===== config.mk =====
export PLATFORM = sky130hd
export DESIGN_NAME = pwg_port_wake_irq
export DESIGN_NICKNAME = d
export VERILOG_FILES = /design/src/core/pwg_pkg.sv /design/src/core/pwg_wake_latch.sv /design/src/core/pwg_irq_gate.sv /design/src/core/pwg_port_wake_irq.sv
export VERILOG_INCLUDE_DIRS = /design/src /design/src/core
export SDC_FILE = /design/constraint.sdc
export NUM_CORES = 1
export LEC_CHECK = 0
export BUFFER_PORTS_ARGS = -buffer_cell sky130_fd_sc_hd__buf_4
export CAP_MARGIN = 20
export CORE_ASPECT_RATIO = 0.7
export CORE_MARGIN = 4
export CORE_UTILIZATION = 35
export DETAILED_ROUTE_END_ITERATION = 10
export MAX_ROUTING_LAYER = met4
export PLACE_DENSITY = 0.8
export SKIP_CTS_REPAIR_TIMING = 1
export SLEW_MARGIN = 20
export SYNTH_ARGS = -nofsm -noshare
export SYNTH_HDL_FRONTEND = slang
export SYNTH_SLANG_ARGS = --single-unit

===== constraint.sdc =====
create_clock -name i_clock -period 1.3 [get_ports i_clock]
set_input_delay 0.065 -clock i_clock [delete_from_list [all_inputs] [get_ports i_clock]]
set_output_delay 0.065 -clock i_clock [all_outputs]
set_load 0.1 [all_outputs]

===== src/core/pwg_regs.svh =====
// Purpose: register offsets, field positions and reset values of the
//          port wake and interrupt gating block
// Assumes: included by its bare name; definitions only
// Notes:   offsets are byte addresses within one port's register page
`ifndef PWG_REGS_SVH
`define PWG_REGS_SVH

// ----------------------------------------------------------------------
// register offsets
// ----------------------------------------------------------------------
`define PWG_ADDR_W 12
`define PWG_OFF_WAKE_EVENT 12'h013
`define PWG_OFF_WAKE_ENABLE 12'h017
`define PWG_OFF_IRQ_STATUS 12'h01b
`define PWG_OFF_IRQ_MASK 12'h01f

// ----------------------------------------------------------------------
// field positions
// ----------------------------------------------------------------------
`define PWG_BIT_MAGIC 2
`define PWG_BIT_LINK 1
`define PWG_BIT_ENERGY 0
`define PWG_BIT_TS_IRQ 2
`define PWG_BIT_PHY_IRQ 1
`define PWG_BIT_FILTER_IRQ 0
`define PWG_FIELD_W 3

// ----------------------------------------------------------------------
// reset values
// ----------------------------------------------------------------------
`define PWG_RST_FIELD 3'h0
`define PWG_RST_BYTE 8'h00
`define PWG_RST_MAC 48'h0000_0000_0000

`endif


===== src/core/pwg_pkg.sv =====
// Purpose: types shared by the port wake and interrupt gating block
// Assumes: pwg_regs.svh supplies the widths
// Notes:   the register bus and the event inputs travel as structs
`include "pwg_regs.svh"

package pwg_pkg;

    // ------------------------------------------------------------------
    // carriers
    // ------------------------------------------------------------------
    typedef struct packed {
        logic [`PWG_ADDR_W-1:0] addr;
        logic [7:0] wdata;
        logic wr;
        logic rd;
    } pwg_bus_t;

    typedef struct packed {
        logic magic_valid;
        logic [47:0] magic_dst;
        logic link_up;
        logic energy;
    } pwg_evt_t;

    typedef logic [`PWG_FIELD_W-1:0] pwg_field_t;

    // ------------------------------------------------------------------
    // helpers
    // ------------------------------------------------------------------
    function automatic logic pwg_hit(
        input logic [`PWG_ADDR_W-1:0] addr,
        input logic [`PWG_ADDR_W-1:0] off
    );
        return addr == off;
    endfunction

endpackage


===== src/core/pwg_wake_latch.sv =====
// Purpose: sticky wake event flags for one port
// Assumes: detector pulses are synchronous to i_clock
// Notes:   a detection in the clearing cycle survives the clear
`timescale 1ns/1ps
`include "pwg_regs.svh"

module pwg_wake_latch
    import pwg_pkg::*;
#(
    parameter bit PHY_PORT = 1'b1
) (
    // clock and reset
    input logic i_clock,
    input logic i_sys_rst,
    // detections
    input pwg_evt_t i_evt,
    input logic [47:0] i_switch_mac,
    // software clear, one bit per flag
    input pwg_field_t i_clear,
    // latched flags
    output pwg_field_t o_flags
);

    pwg_field_t flags_reg;
    pwg_field_t flags_next;
    pwg_field_t set_vec;

    always_comb begin
        set_vec = `PWG_RST_FIELD;
        set_vec[`PWG_BIT_MAGIC] = i_evt.magic_valid &&
            (i_evt.magic_dst == i_switch_mac);
        set_vec[`PWG_BIT_LINK] = PHY_PORT && i_evt.link_up;
        set_vec[`PWG_BIT_ENERGY] = PHY_PORT && i_evt.energy;
        flags_next = (flags_reg & ~i_clear) | set_vec;
    end

    always_ff @(posedge i_clock) begin
        if (i_sys_rst) begin
            flags_reg <= `PWG_RST_FIELD;
        end else begin
            flags_reg <= flags_next;
        end
    end

    assign o_flags = flags_reg;

endmodule


===== src/core/pwg_irq_gate.sv =====
// Purpose: port interrupt status sources for one port
// Assumes: summary inputs are levels, the filter input is a pulse
// Notes:   the filter flag only clears when its mask bit changes
`timescale 1ns/1ps
`include "pwg_regs.svh"

module pwg_irq_gate
    import pwg_pkg::*;
#(
    parameter bit PHY_PORT = 1'b1
) (
    // clock and reset
    input logic i_clock,
    input logic i_sys_rst,
    // sources
    input logic i_ts_pending,
    input logic i_phy_pending,
    input logic i_access_filter_event,
    // filter mask bit changes this cycle
    input logic i_mask_toggle,
    // status view
    output pwg_field_t o_status
);

    logic filter_reg;
    logic filter_next;

    always_comb begin
        filter_next = i_access_filter_event ||
            (filter_reg && !i_mask_toggle);
    end

    always_ff @(posedge i_clock) begin
        if (i_sys_rst) begin
            filter_reg <= 1'b0;
        end else begin
            filter_reg <= filter_next;
        end
    end

    always_comb begin
        o_status = `PWG_RST_FIELD;
        o_status[`PWG_BIT_TS_IRQ] = PHY_PORT && i_ts_pending;
        o_status[`PWG_BIT_PHY_IRQ] = PHY_PORT && i_phy_pending;
        o_status[`PWG_BIT_FILTER_IRQ] = filter_reg;
    end

endmodule


===== src/core/pwg_port_wake_irq.sv =====
// Purpose: per-port wake gating and port interrupt gating, with the
//          wake event, wake enable, status and mask registers
// Assumes: register strobes are one cycle long and never overlap
// Notes:   read data stand for exactly one cycle after the read strobe
`timescale 1ns/1ps
`include "pwg_regs.svh"

// How it works
// - magic enable bit 2 lets a magic-packet detection drive the wake pin.
// - a magic packet counts only when its destination equals the switch MAC.
// - link-up enable bit 1 lets a link-up detection drive the wake pin.
// - energy enable bit 0 lets a cable-energy detection drive the wake pin.
// - link-up and energy wake sources exist only on ports with a PHY.
// - status bit 2 shows the pending timestamp summary, PHY ports only.
// - status bit 1 shows the pending PHY interrupt summary, PHY ports only.
// - status bit 0 is set by an access-filter counter-mode interrupt.
// - the access-filter status clears when software toggles its mask bit.
// - mask bits are inverted enables: 0 enables, reset value 0.
// - timestamp and PHY masks matter on PHY ports, filter mask everywhere.
// - the status register holds port interrupts only, nothing global.
// - wake detections latch as flags, cleared by a software write.
module pwg_port_wake_irq
    import pwg_pkg::*;
#(
    parameter bit PHY_PORT = 1'b1
) (
    // clock and reset
    input logic i_clock,
    input logic i_sys_rst,
    // register port
    input pwg_bus_t i_bus,
    output logic [7:0] o_rd_data,
    // wake detections and switch address
    input pwg_evt_t i_evt,
    input logic [47:0] i_switch_mac,
    // interrupt sources
    input logic i_ts_pending,
    input logic i_phy_pending,
    input logic i_access_filter_event,
    // outputs
    output logic o_power_mgmt_event_out,
    output logic o_port_irq
);

    // ------------------------------------------------------------------
    // address decode
    // ------------------------------------------------------------------
    logic hit_event;
    logic hit_enable;
    logic hit_status;
    logic hit_mask;

    always_comb begin
        hit_event = pwg_hit(i_bus.addr, `PWG_OFF_WAKE_EVENT);
        hit_enable = pwg_hit(i_bus.addr, `PWG_OFF_WAKE_ENABLE);
        hit_status = pwg_hit(i_bus.addr, `PWG_OFF_IRQ_STATUS);
        hit_mask = pwg_hit(i_bus.addr, `PWG_OFF_IRQ_MASK);
    end

    // ------------------------------------------------------------------
    // wake event flags
    // ------------------------------------------------------------------
    pwg_field_t wake_flags;
    pwg_field_t wake_clear;

    always_comb begin
        wake_clear = `PWG_RST_FIELD;
        // write one to clear, read clears too
        if (i_bus.wr && hit_event) begin
            wake_clear = i_bus.wdata[`PWG_FIELD_W-1:0];
        end else if (i_bus.rd && hit_event) begin
            wake_clear = ~`PWG_RST_FIELD;
        end
    end

    pwg_wake_latch #(
        .PHY_PORT(PHY_PORT)
    ) u_wake_latch (
        .i_clock(i_clock),
        .i_sys_rst(i_sys_rst),
        .i_evt(i_evt),
        .i_switch_mac(i_switch_mac),
        .i_clear(wake_clear),
        .o_flags(wake_flags)
    );

    // ------------------------------------------------------------------
    // control registers
    // ------------------------------------------------------------------
    pwg_field_t wake_en_reg;
    pwg_field_t wake_en_next;
    pwg_field_t mask_reg;
    pwg_field_t mask_next;
    logic mask_toggle;

    always_comb begin
        wake_en_next = wake_en_reg;
        mask_next = mask_reg;
        if (i_bus.wr && hit_enable) begin
            wake_en_next = i_bus.wdata[`PWG_FIELD_W-1:0];
            if (!PHY_PORT) begin
                wake_en_next[`PWG_BIT_LINK] = 1'b0;
                wake_en_next[`PWG_BIT_ENERGY] = 1'b0;
            end
        end else if (i_bus.wr && hit_mask) begin
            mask_next = i_bus.wdata[`PWG_FIELD_W-1:0];
        end
        mask_toggle = mask_next[`PWG_BIT_FILTER_IRQ] !=
            mask_reg[`PWG_BIT_FILTER_IRQ];
    end

    always_ff @(posedge i_clock) begin
        if (i_sys_rst) begin
            wake_en_reg <= `PWG_RST_FIELD;
            mask_reg <= `PWG_RST_FIELD;
        end else begin
            wake_en_reg <= wake_en_next;
            mask_reg <= mask_next;
        end
    end

    // ------------------------------------------------------------------
    // interrupt sources
    // ------------------------------------------------------------------
    pwg_field_t irq_status;

    pwg_irq_gate #(
        .PHY_PORT(PHY_PORT)
    ) u_irq_gate (
        .i_clock(i_clock),
        .i_sys_rst(i_sys_rst),
        .i_ts_pending(i_ts_pending),
        .i_phy_pending(i_phy_pending),
        .i_access_filter_event(i_access_filter_event),
        .i_mask_toggle(mask_toggle),
        .o_status(irq_status)
    );

    // ------------------------------------------------------------------
    // outputs and read data
    // ------------------------------------------------------------------
    logic wake_out_reg;
    logic wake_out_next;
    logic irq_reg;
    logic irq_next;
    logic [7:0] rd_data_reg;
    logic [7:0] rd_data_next;

    always_comb begin
        wake_out_next = |(wake_flags & wake_en_reg);
        // unmasked status drives irq, mask is inverted
        irq_next = |(irq_status & ~mask_reg);
        rd_data_next = `PWG_RST_BYTE;
        if (i_bus.rd && hit_event) begin
            rd_data_next[`PWG_FIELD_W-1:0] = wake_flags;
        end else if (i_bus.rd && hit_enable) begin
            rd_data_next[`PWG_FIELD_W-1:0] = wake_en_reg;
        end else if (i_bus.rd && hit_status) begin
            rd_data_next[`PWG_FIELD_W-1:0] = irq_status;
        end else if (i_bus.rd && hit_mask) begin
            rd_data_next[`PWG_FIELD_W-1:0] = mask_reg;
        end
    end

    always_ff @(posedge i_clock) begin
        if (i_sys_rst) begin
            wake_out_reg <= 1'b0;
            irq_reg <= 1'b0;
            rd_data_reg <= `PWG_RST_BYTE;
        end else begin
            wake_out_reg <= wake_out_next;
            irq_reg <= irq_next;
            rd_data_reg <= rd_data_next;
        end
    end

    assign o_power_mgmt_event_out = wake_out_reg;
    assign o_port_irq = irq_reg;
    assign o_rd_data = rd_data_reg;

    // ------------------------------------------------------------------
    // checks
    // ------------------------------------------------------------------
    magic_wake_a: assert property (
        @(posedge i_clock) disable iff (i_sys_rst)
        (wake_flags[`PWG_BIT_MAGIC] && wake_en_reg[`PWG_BIT_MAGIC])
        |=> o_power_mgmt_event_out
    ) else $error("magic wake not signalled");

    magic_match_a: assert property (
        @(posedge i_clock) disable iff (i_sys_rst)
        (i_evt.magic_valid && i_evt.magic_dst != i_switch_mac &&
         !wake_flags[`PWG_BIT_MAGIC])
        |=> !wake_flags[`PWG_BIT_MAGIC]
    ) else $error("magic flag set by foreign address");

    link_wake_a: assert property (
        @(posedge i_clock) disable iff (i_sys_rst)
        (wake_flags[`PWG_BIT_LINK] && wake_en_reg[`PWG_BIT_LINK])
        |=> o_power_mgmt_event_out
    ) else $error("link-up wake not signalled");

    energy_wake_a: assert property (
        @(posedge i_clock) disable iff (i_sys_rst)
        (wake_flags[`PWG_BIT_ENERGY] && wake_en_reg[`PWG_BIT_ENERGY])
        |=> o_power_mgmt_event_out
    ) else $error("energy wake not signalled");

    wake_gated_a: assert property (
        @(posedge i_clock) disable iff (i_sys_rst)
        ((wake_flags & wake_en_reg) == `PWG_RST_FIELD)
        |=> !o_power_mgmt_event_out
    ) else $error("wake asserted without enabled flag");

    mac_only_a: assert property (
        @(posedge i_clock) disable iff (i_sys_rst)
        !PHY_PORT |-> (wake_flags[1:0] == 2'b00 &&
            wake_en_reg[1:0] == 2'b00)
    ) else $error("phy wake source on mac port");

    ts_status_a: assert property (
        @(posedge i_clock) disable iff (i_sys_rst)
        (i_bus.rd && hit_status)
        |=> o_rd_data[`PWG_BIT_TS_IRQ] == $past(PHY_PORT && i_ts_pending)
    ) else $error("timestamp status misread");

    phy_status_a: assert property (
        @(posedge i_clock) disable iff (i_sys_rst)
        (i_bus.rd && hit_status)
        |=> o_rd_data[`PWG_BIT_PHY_IRQ] ==
            $past(PHY_PORT && i_phy_pending)
    ) else $error("phy status misread");

    filter_set_a: assert property (
        @(posedge i_clock) disable iff (i_sys_rst)
        i_access_filter_event |=> irq_status[`PWG_BIT_FILTER_IRQ]
    ) else $error("filter event not latched");

    filter_clear_a: assert property (
        @(posedge i_clock) disable iff (i_sys_rst)
        (mask_toggle && !i_access_filter_event)
        |=> !irq_status[`PWG_BIT_FILTER_IRQ]
    ) else $error("filter flag survived mask toggle");

    irq_gate_a: assert property (
        @(posedge i_clock) disable iff (i_sys_rst)
        ((irq_status & ~mask_reg) != `PWG_RST_FIELD) |=> o_port_irq
    ) else $error("unmasked status gave no irq");

    irq_quiet_a: assert property (
        @(posedge i_clock) disable iff (i_sys_rst)
        ((irq_status & ~mask_reg) == `PWG_RST_FIELD) |=> !o_port_irq
    ) else $error("irq without unmasked status");

    reserved_zero_a: assert property (
        @(posedge i_clock) disable iff (i_sys_rst)
        i_bus.rd |=> o_rd_data[7:3] == 5'h00
    ) else $error("reserved bits not zero");

    event_clear_a: assert property (
        @(posedge i_clock) disable iff (i_sys_rst)
        (i_bus.wr && hit_event && i_bus.wdata[`PWG_BIT_MAGIC] &&
         !i_evt.magic_valid)
        |=> !wake_flags[`PWG_BIT_MAGIC]
    ) else $error("magic flag not cleared by write");

endmodule


Yosys cells after proc, flatten, opt, wreduce, memory -nomap -nowiden
Cells that the tools add are included.

word-level totals
  logic and storage cells = 44
  output and inout bits = 10
  bits in registers = 20
  bits of input ports = 126

operators by class
  bitwise logic cells = 7
  reduce and logical (&&, ||, !) cells = 14
  eq/ne operators = 6
  muxes and demuxes = 8

operators by type and width
  cell                                                   number
  equality test 12 x 5 -> 1 bit (second input constant)  4
  equality test 48 bit                                   1
  2-to-1 mux 3 bit                                       6
  AND 3 bit                                              3
  logical AND 1 bit                                      9
  inverter 3 bit                                         2
  OR reduction 3 bit                                     2
  bitwise OR 3 bit                                       1
  2-to-1 mux 1 bit                                       2
  AND reduction 2 bit                                    1
  zero test 1 bit                                        1
  logical OR 1 bit                                       1
  inequality test 1 bit                                  1
  inverter 1 bit                                         1

Logic depth before layout (Yosys ltp)
  word-level depth = 8
  depth in mapped cells = 6
  gate-level depth less buffers = 5

Cells and area by module
A second synthesis with hierarchy kept.

second synthesis, totals
  cell total of the unflattened synthesis = 158
  area total of the unflattened synthesis = 1388.8 um2

modules (own cells, without submodules)
  module             instances  cells each  sequential area each (um2)  area an instance (um2)
  pwg_port_wake_irq  1          69          220.2                       685.7
  pwg_wake_latch     1          82          60.1                        641.9
  pwg_irq_gate       1          7           20.0                        61.3

Worst setup path after synthesis
Ideal clock, no wire load.

  path type = input -> register
  start point = input port i_bus[15] in the netlist's numbering
  end point = register wake_en_reg[0]
  library setup time = 0.128 ns
  slack = 0.113 ns
  data arrival time = 1.059 ns
  path buffers = 1
  data required time = 1.172 ns
  cell stages on the path = 6
  path through = nor4b_2 -> and4_4 -> and4b_1 -> buf_4 -> mux2i_1 -> nor2_1

between the ends
  word-level cells in the longest chain between the ends = 2

ends and longest elaborated chain
  element                        RTL line                  RTL
  from (decl)                    pwg_port_wake_irq.sv:31   input pwg_bus_t i_bus,
  equality test 12 x 5 -> 1 bit  pwg_pkg.sv:34             return addr == off;
  logical AND 1 bit              pwg_port_wake_irq.sv:99   if (i_bus.wr && hit_enable) begin
  to (signal assigned)           pwg_port_wake_irq.sv:114  wake_en_reg <= `PWG_RST_FIELD;
  to (signal assigned)           pwg_port_wake_irq.sv:117  wake_en_reg <= wake_en_next;
  to (decl)                      pwg_port_wake_irq.sv:90   pwg_field_t wake_en_reg;

No other way between the ends.
A chain may end at the register's enable or synchronous reset.

Worst setup path after layout
  start point = input port i_bus[15] in the netlist's numbering
  end point = register u_wake_latch.flags_reg[2], in the netlist u_wake_latch.o_flags[2]

between the ends
  word-level cells in the longest chain between the ends = 7
  elaborated cells on any way between the ends = 8
  classes of those cells = eq/ne: 1; mux: 2; bitwise: 3; reduce/logical: 2

ends and longest elaborated chain
  element                            RTL line                 RTL
  equality test 12 x 5 -> 1 bit (*)  pwg_pkg.sv:34
  logical AND 1 bit                  pwg_port_wake_irq.sv:71  end else if (i_bus.rd && hit_event) begin
  2-to-1 mux 3 bit                   pwg_port_wake_irq.sv:71
  2-to-1 mux 3 bit (*)               pwg_port_wake_irq.sv:69  if (i_bus.wr && hit_event) begin
  inverter 3 bit (*)                 pwg_wake_latch.sv:34     flags_next = (flags_reg & ~i_clear) | set_vec;
  AND 3 bit (*)                      pwg_wake_latch.sv:34
  bitwise OR 3 bit (*)               pwg_wake_latch.sv:34
  to (signal assigned)               pwg_wake_latch.sv:39     flags_reg <= `PWG_RST_FIELD;
  to (signal assigned)               pwg_wake_latch.sv:41     flags_reg <= flags_next;
  to (decl)                          pwg_wake_latch.sv:24     pwg_field_t flags_reg;

Every way passes the cells marked *; elsewhere a longest branch is shown, timed or not.

==> summary.md <==
| Metric | Value |
|---|---|
| Syn Area/Cell | `8.58 sq um` |
| Pwr dens | `611 nW/um^2` |
| WHS | `0.0205 ns` |
| Hold Crit Depth | `2` |
| Sequential Power Share | `33.5%` |
| Status | `completed` |
| WS Path Type | `in2reg` |
| Area delta synth->final | `78.5%` |
| Port buffer count | `125` |
| Row count | `18` |
| Synth Warn # | `0` |
| Endpoints failing setup | `0` |
| Synth async-reset ratio | `0%` |
| HPWL after detailed placement | `3820 microns` |
| Sw Ratio | `27.5%` |
| Worst setup margin | `0.172 ns` |
| Fmax | `0.887 GHz` |
| R2R setup slack | `0.24 ns` |
| CTS root buffer | `clkbuf_8` |
| Mapped Area | `1300 sq um` |
| Post-Syn Instances | `152` |
| Placed cells | `325` |
| CTS sink cnt | `15` |
| Crit path time final | `1.13 ns` |
| R2r endpoint | `o_rd_data[1]` |
| Crit share post-route | `86.8%` |
| Hold Path Origin | `i_evt[1]` |
| Top Ports | `136` |
| Vias per inst | `4.67` |
| Final cell count without fillers | `329` |
| Leak | `1.11 nW` |
| Startpoint types | `input port` |
| Die height | `59.1 microns` |
| Fraction of layout cells with a size suffix above 1 | `49.1%` |
| CTS buffer count | `3` |
| Crit. End Element | `register` |
| Sequential share of the synthesized area | `23.0%` |
| Worst reg-to-reg path cell count | `2` |
| CP Data Required Time | `1.42 ns` |
| Worst flop-to-flop path startpoint | `mask_reg[1]` |
| GPL Wtd Cong | `0.847` |
| Routed vias | `1538` |
| Share of total power in combinational logic | `40.9%` |
| Post-DRT Antenna Nets | `0` |
| Initial antenna violation count | `0` |
| Unique masters post-synth | `33` |
| CTS tree | `built` |
| Final WL | `4110 microns` |
| Clk network pwr share | `25.5%` |
| Max-slew violations | `0` |
| Skew-Pair Late Insertion Delay | `0.24 ns` |
| Ys flop type | `dfxtp_1` |
| GRT overflow | `0` |
| Worst-path clk slew | `0.06 ns` |
| # H-tree levels | `1` |
| Max-cap violations | `0` |
| Min-Delay Path Class | `in2reg` |
| GRT Total Usage | `17.1%` |
| WP data arrival | `1.25 ns` |
| Die area | `4780 sq um` |
| Internal power consumption | `1.03 mW` |
| Core area | `3560 sq um` |
| FILL cells | `304` |
| #FFs+latches synth | `15` |
| Fin. Hold Viols | `0` |
| Wire per inst | `12.5 microns` |
| Number of diodes | `0` |
| Net count, final | `406` |
| RSZ-0062 raised after global routing | `false` |
| DRT iter0 DRCs | `66` |
| Pre-CTS setup slack | `-0.0884 ns` |
| P_sw | `0.391 mW` |
| Worst Clk Skew | `0.00271 ns` |
| Clock buffer depth | `2` |
| Die Width | `81.0 microns` |
| First-pass GRT wire length | `6190 microns` |
| CP Max Fanout | `4` |
| Post-synth EDFFs | `0` |
| Worst vdd ir | `0.401 mV` |
| Largest net degree at the start of global routing | `12` |
| Worst min-delay path endpoint | `u_wake_latch.o_flags[1]` |
| Starting density of the core | `36.6%` |
| Router iterations before antenna repair | `5` |
| Vias in the first global route | `1535` |
| # DRC | `0` |
[metrics by stage]
stage	instance area, sq um	power (mW)	TNS [ns]	util [%]
final	2330	1.42	0	65.4
after global placement	2280	1.06	-0.403	64.1
after floorplan	1320	0.745	0	-
after detailed placement	2280	1.07	-0.586	64.1
after global routing	2330	1.51	0	65.4
after CTS	2330	1.44	0	65.4
[worst max-delay path, cell delays in order]
cell     delay, ns
buf_4         0.11
nor4b_2       0.25
and4_4        0.27
nand2_1       0.08
o41ai_2       0.32
o22ai_1       0.14
[cells in the final DEF (no fill, tap or decap), drive strengths merged, types with 3 or more instances in the layout]
cell type,instances
and2,3
a22o,3
nor4,5
conb,5
clkbuf,4
nor2,12
nand4,9
nand2b,6
mux2i,6
o21ai,4
xor2,11
dfxtp,15
xnor2,26
mux4,3
inv,18
buf,127
[per-layer routing]
layer  GRT usage, %  part of all wire [%]  vias up  wire, microns
met3           4.71                    11        8            445
li1               -                     -      781              -
met5              -                     0        -              0
met2           29.9                    51       79           2090
met1           18.7                    36      670           1490
met4           6.27                   1.9        0             80
[worst max-delay path by stage]
| stage | startpoint | end | slack (ns) | cells past startpoint |
|---|---|---|---|---|
| 2_1_floorplan | i_bus[15] | wake_en_reg[0] | 0.11 | 6 |
| 3_3_place_gp | i_bus[15] | wake_en_reg[2] | -0.07 | 6 |
| 3_5_place_dp | i_bus[15] | u_wake_latch.o_flags[2] | -0.09 | 6 |
| 4_1_cts | i_bus[15] | u_wake_latch.o_flags[2] | 0.18 | 6 |
| 5_1_grt | i_bus[15] | wake_en_reg[2] | 0.09 | 6 |
| 6_report | i_bus[15] | u_wake_latch.o_flags[2] | 0.17 | 6 |
[cells in the mapped netlist (2+ instances only)]
| cell type | count | area [sq um] |
|---|---|---|
| a2111oi_0 | 2 | 17.5 |
| a222oi_1 | 2 | 20.0 |
| a22o_1 | 3 | 26.3 |
| and2_1 | 3 | 18.8 |
| buf_4 | 6 | 45.0 |
| clkbuf_1 | 2 | 7.51 |
| dfxtp_1 | 15 | 300 |
| inv_1 | 18 | 67.6 |
| mux2i_1 | 6 | 60.1 |
| mux4_2 | 3 | 67.6 |
| nand2b_1 | 6 | 37.5 |
| nand4_1 | 9 | 56.3 |
| nor2_1 | 12 | 45.0 |
| nor2b_1 | 2 | 12.5 |
| nor4_1 | 4 | 25.0 |
| o2111ai_1 | 2 | 17.5 |
| o21ai_0 | 3 | 15.0 |
| o221ai_1 | 2 | 17.5 |
| o22ai_1 | 2 | 12.5 |
| o2bb2ai_1 | 2 | 17.5 |
| xnor2_1 | 26 | 228 |
| xor2_1 | 11 | 96.3 |
[power by group through the flow]
stage	registers [mW]	clock network, mW	logic, mW
floorplan	0.500	0	0.245
global placement	0.487	0	0.577
detailed placement	0.487	0	0.585
CTS	0.477	0.381	0.586
global route	0.477	0.403	0.630
finish	0.477	0.363	0.583
[logic make-up after synthesis]
family | Yosys count | share of synthesized area [%]
and+or+nand+nor | 43 | 19.8
xor gates and xnor gates | 37 | 24.9
buffers and inverters | 26 | 9.21
AOI/OAI and AO/OA | 21 | 13.1
DFF | 15 | 23.0
muxes | 9 | 9.79
other | 1 | 0.288
[cell type report]
| class | count | area, sq um | area share (%) |
|---|---|---|---|
| timing repair buffer | 127 | 953 | 41.0 |
| sequential | 15 | 300 | 12.9 |
| clock buffer | 4 | 45.0 | 1.94 |
| multi-input combinational | 115 | 898 | 38.6 |
| inverter | 18 | 67.6 | 2.90 |
| tap | 50 | 62.6 | 2.69 |
Power figures use the tool's default switching activity.
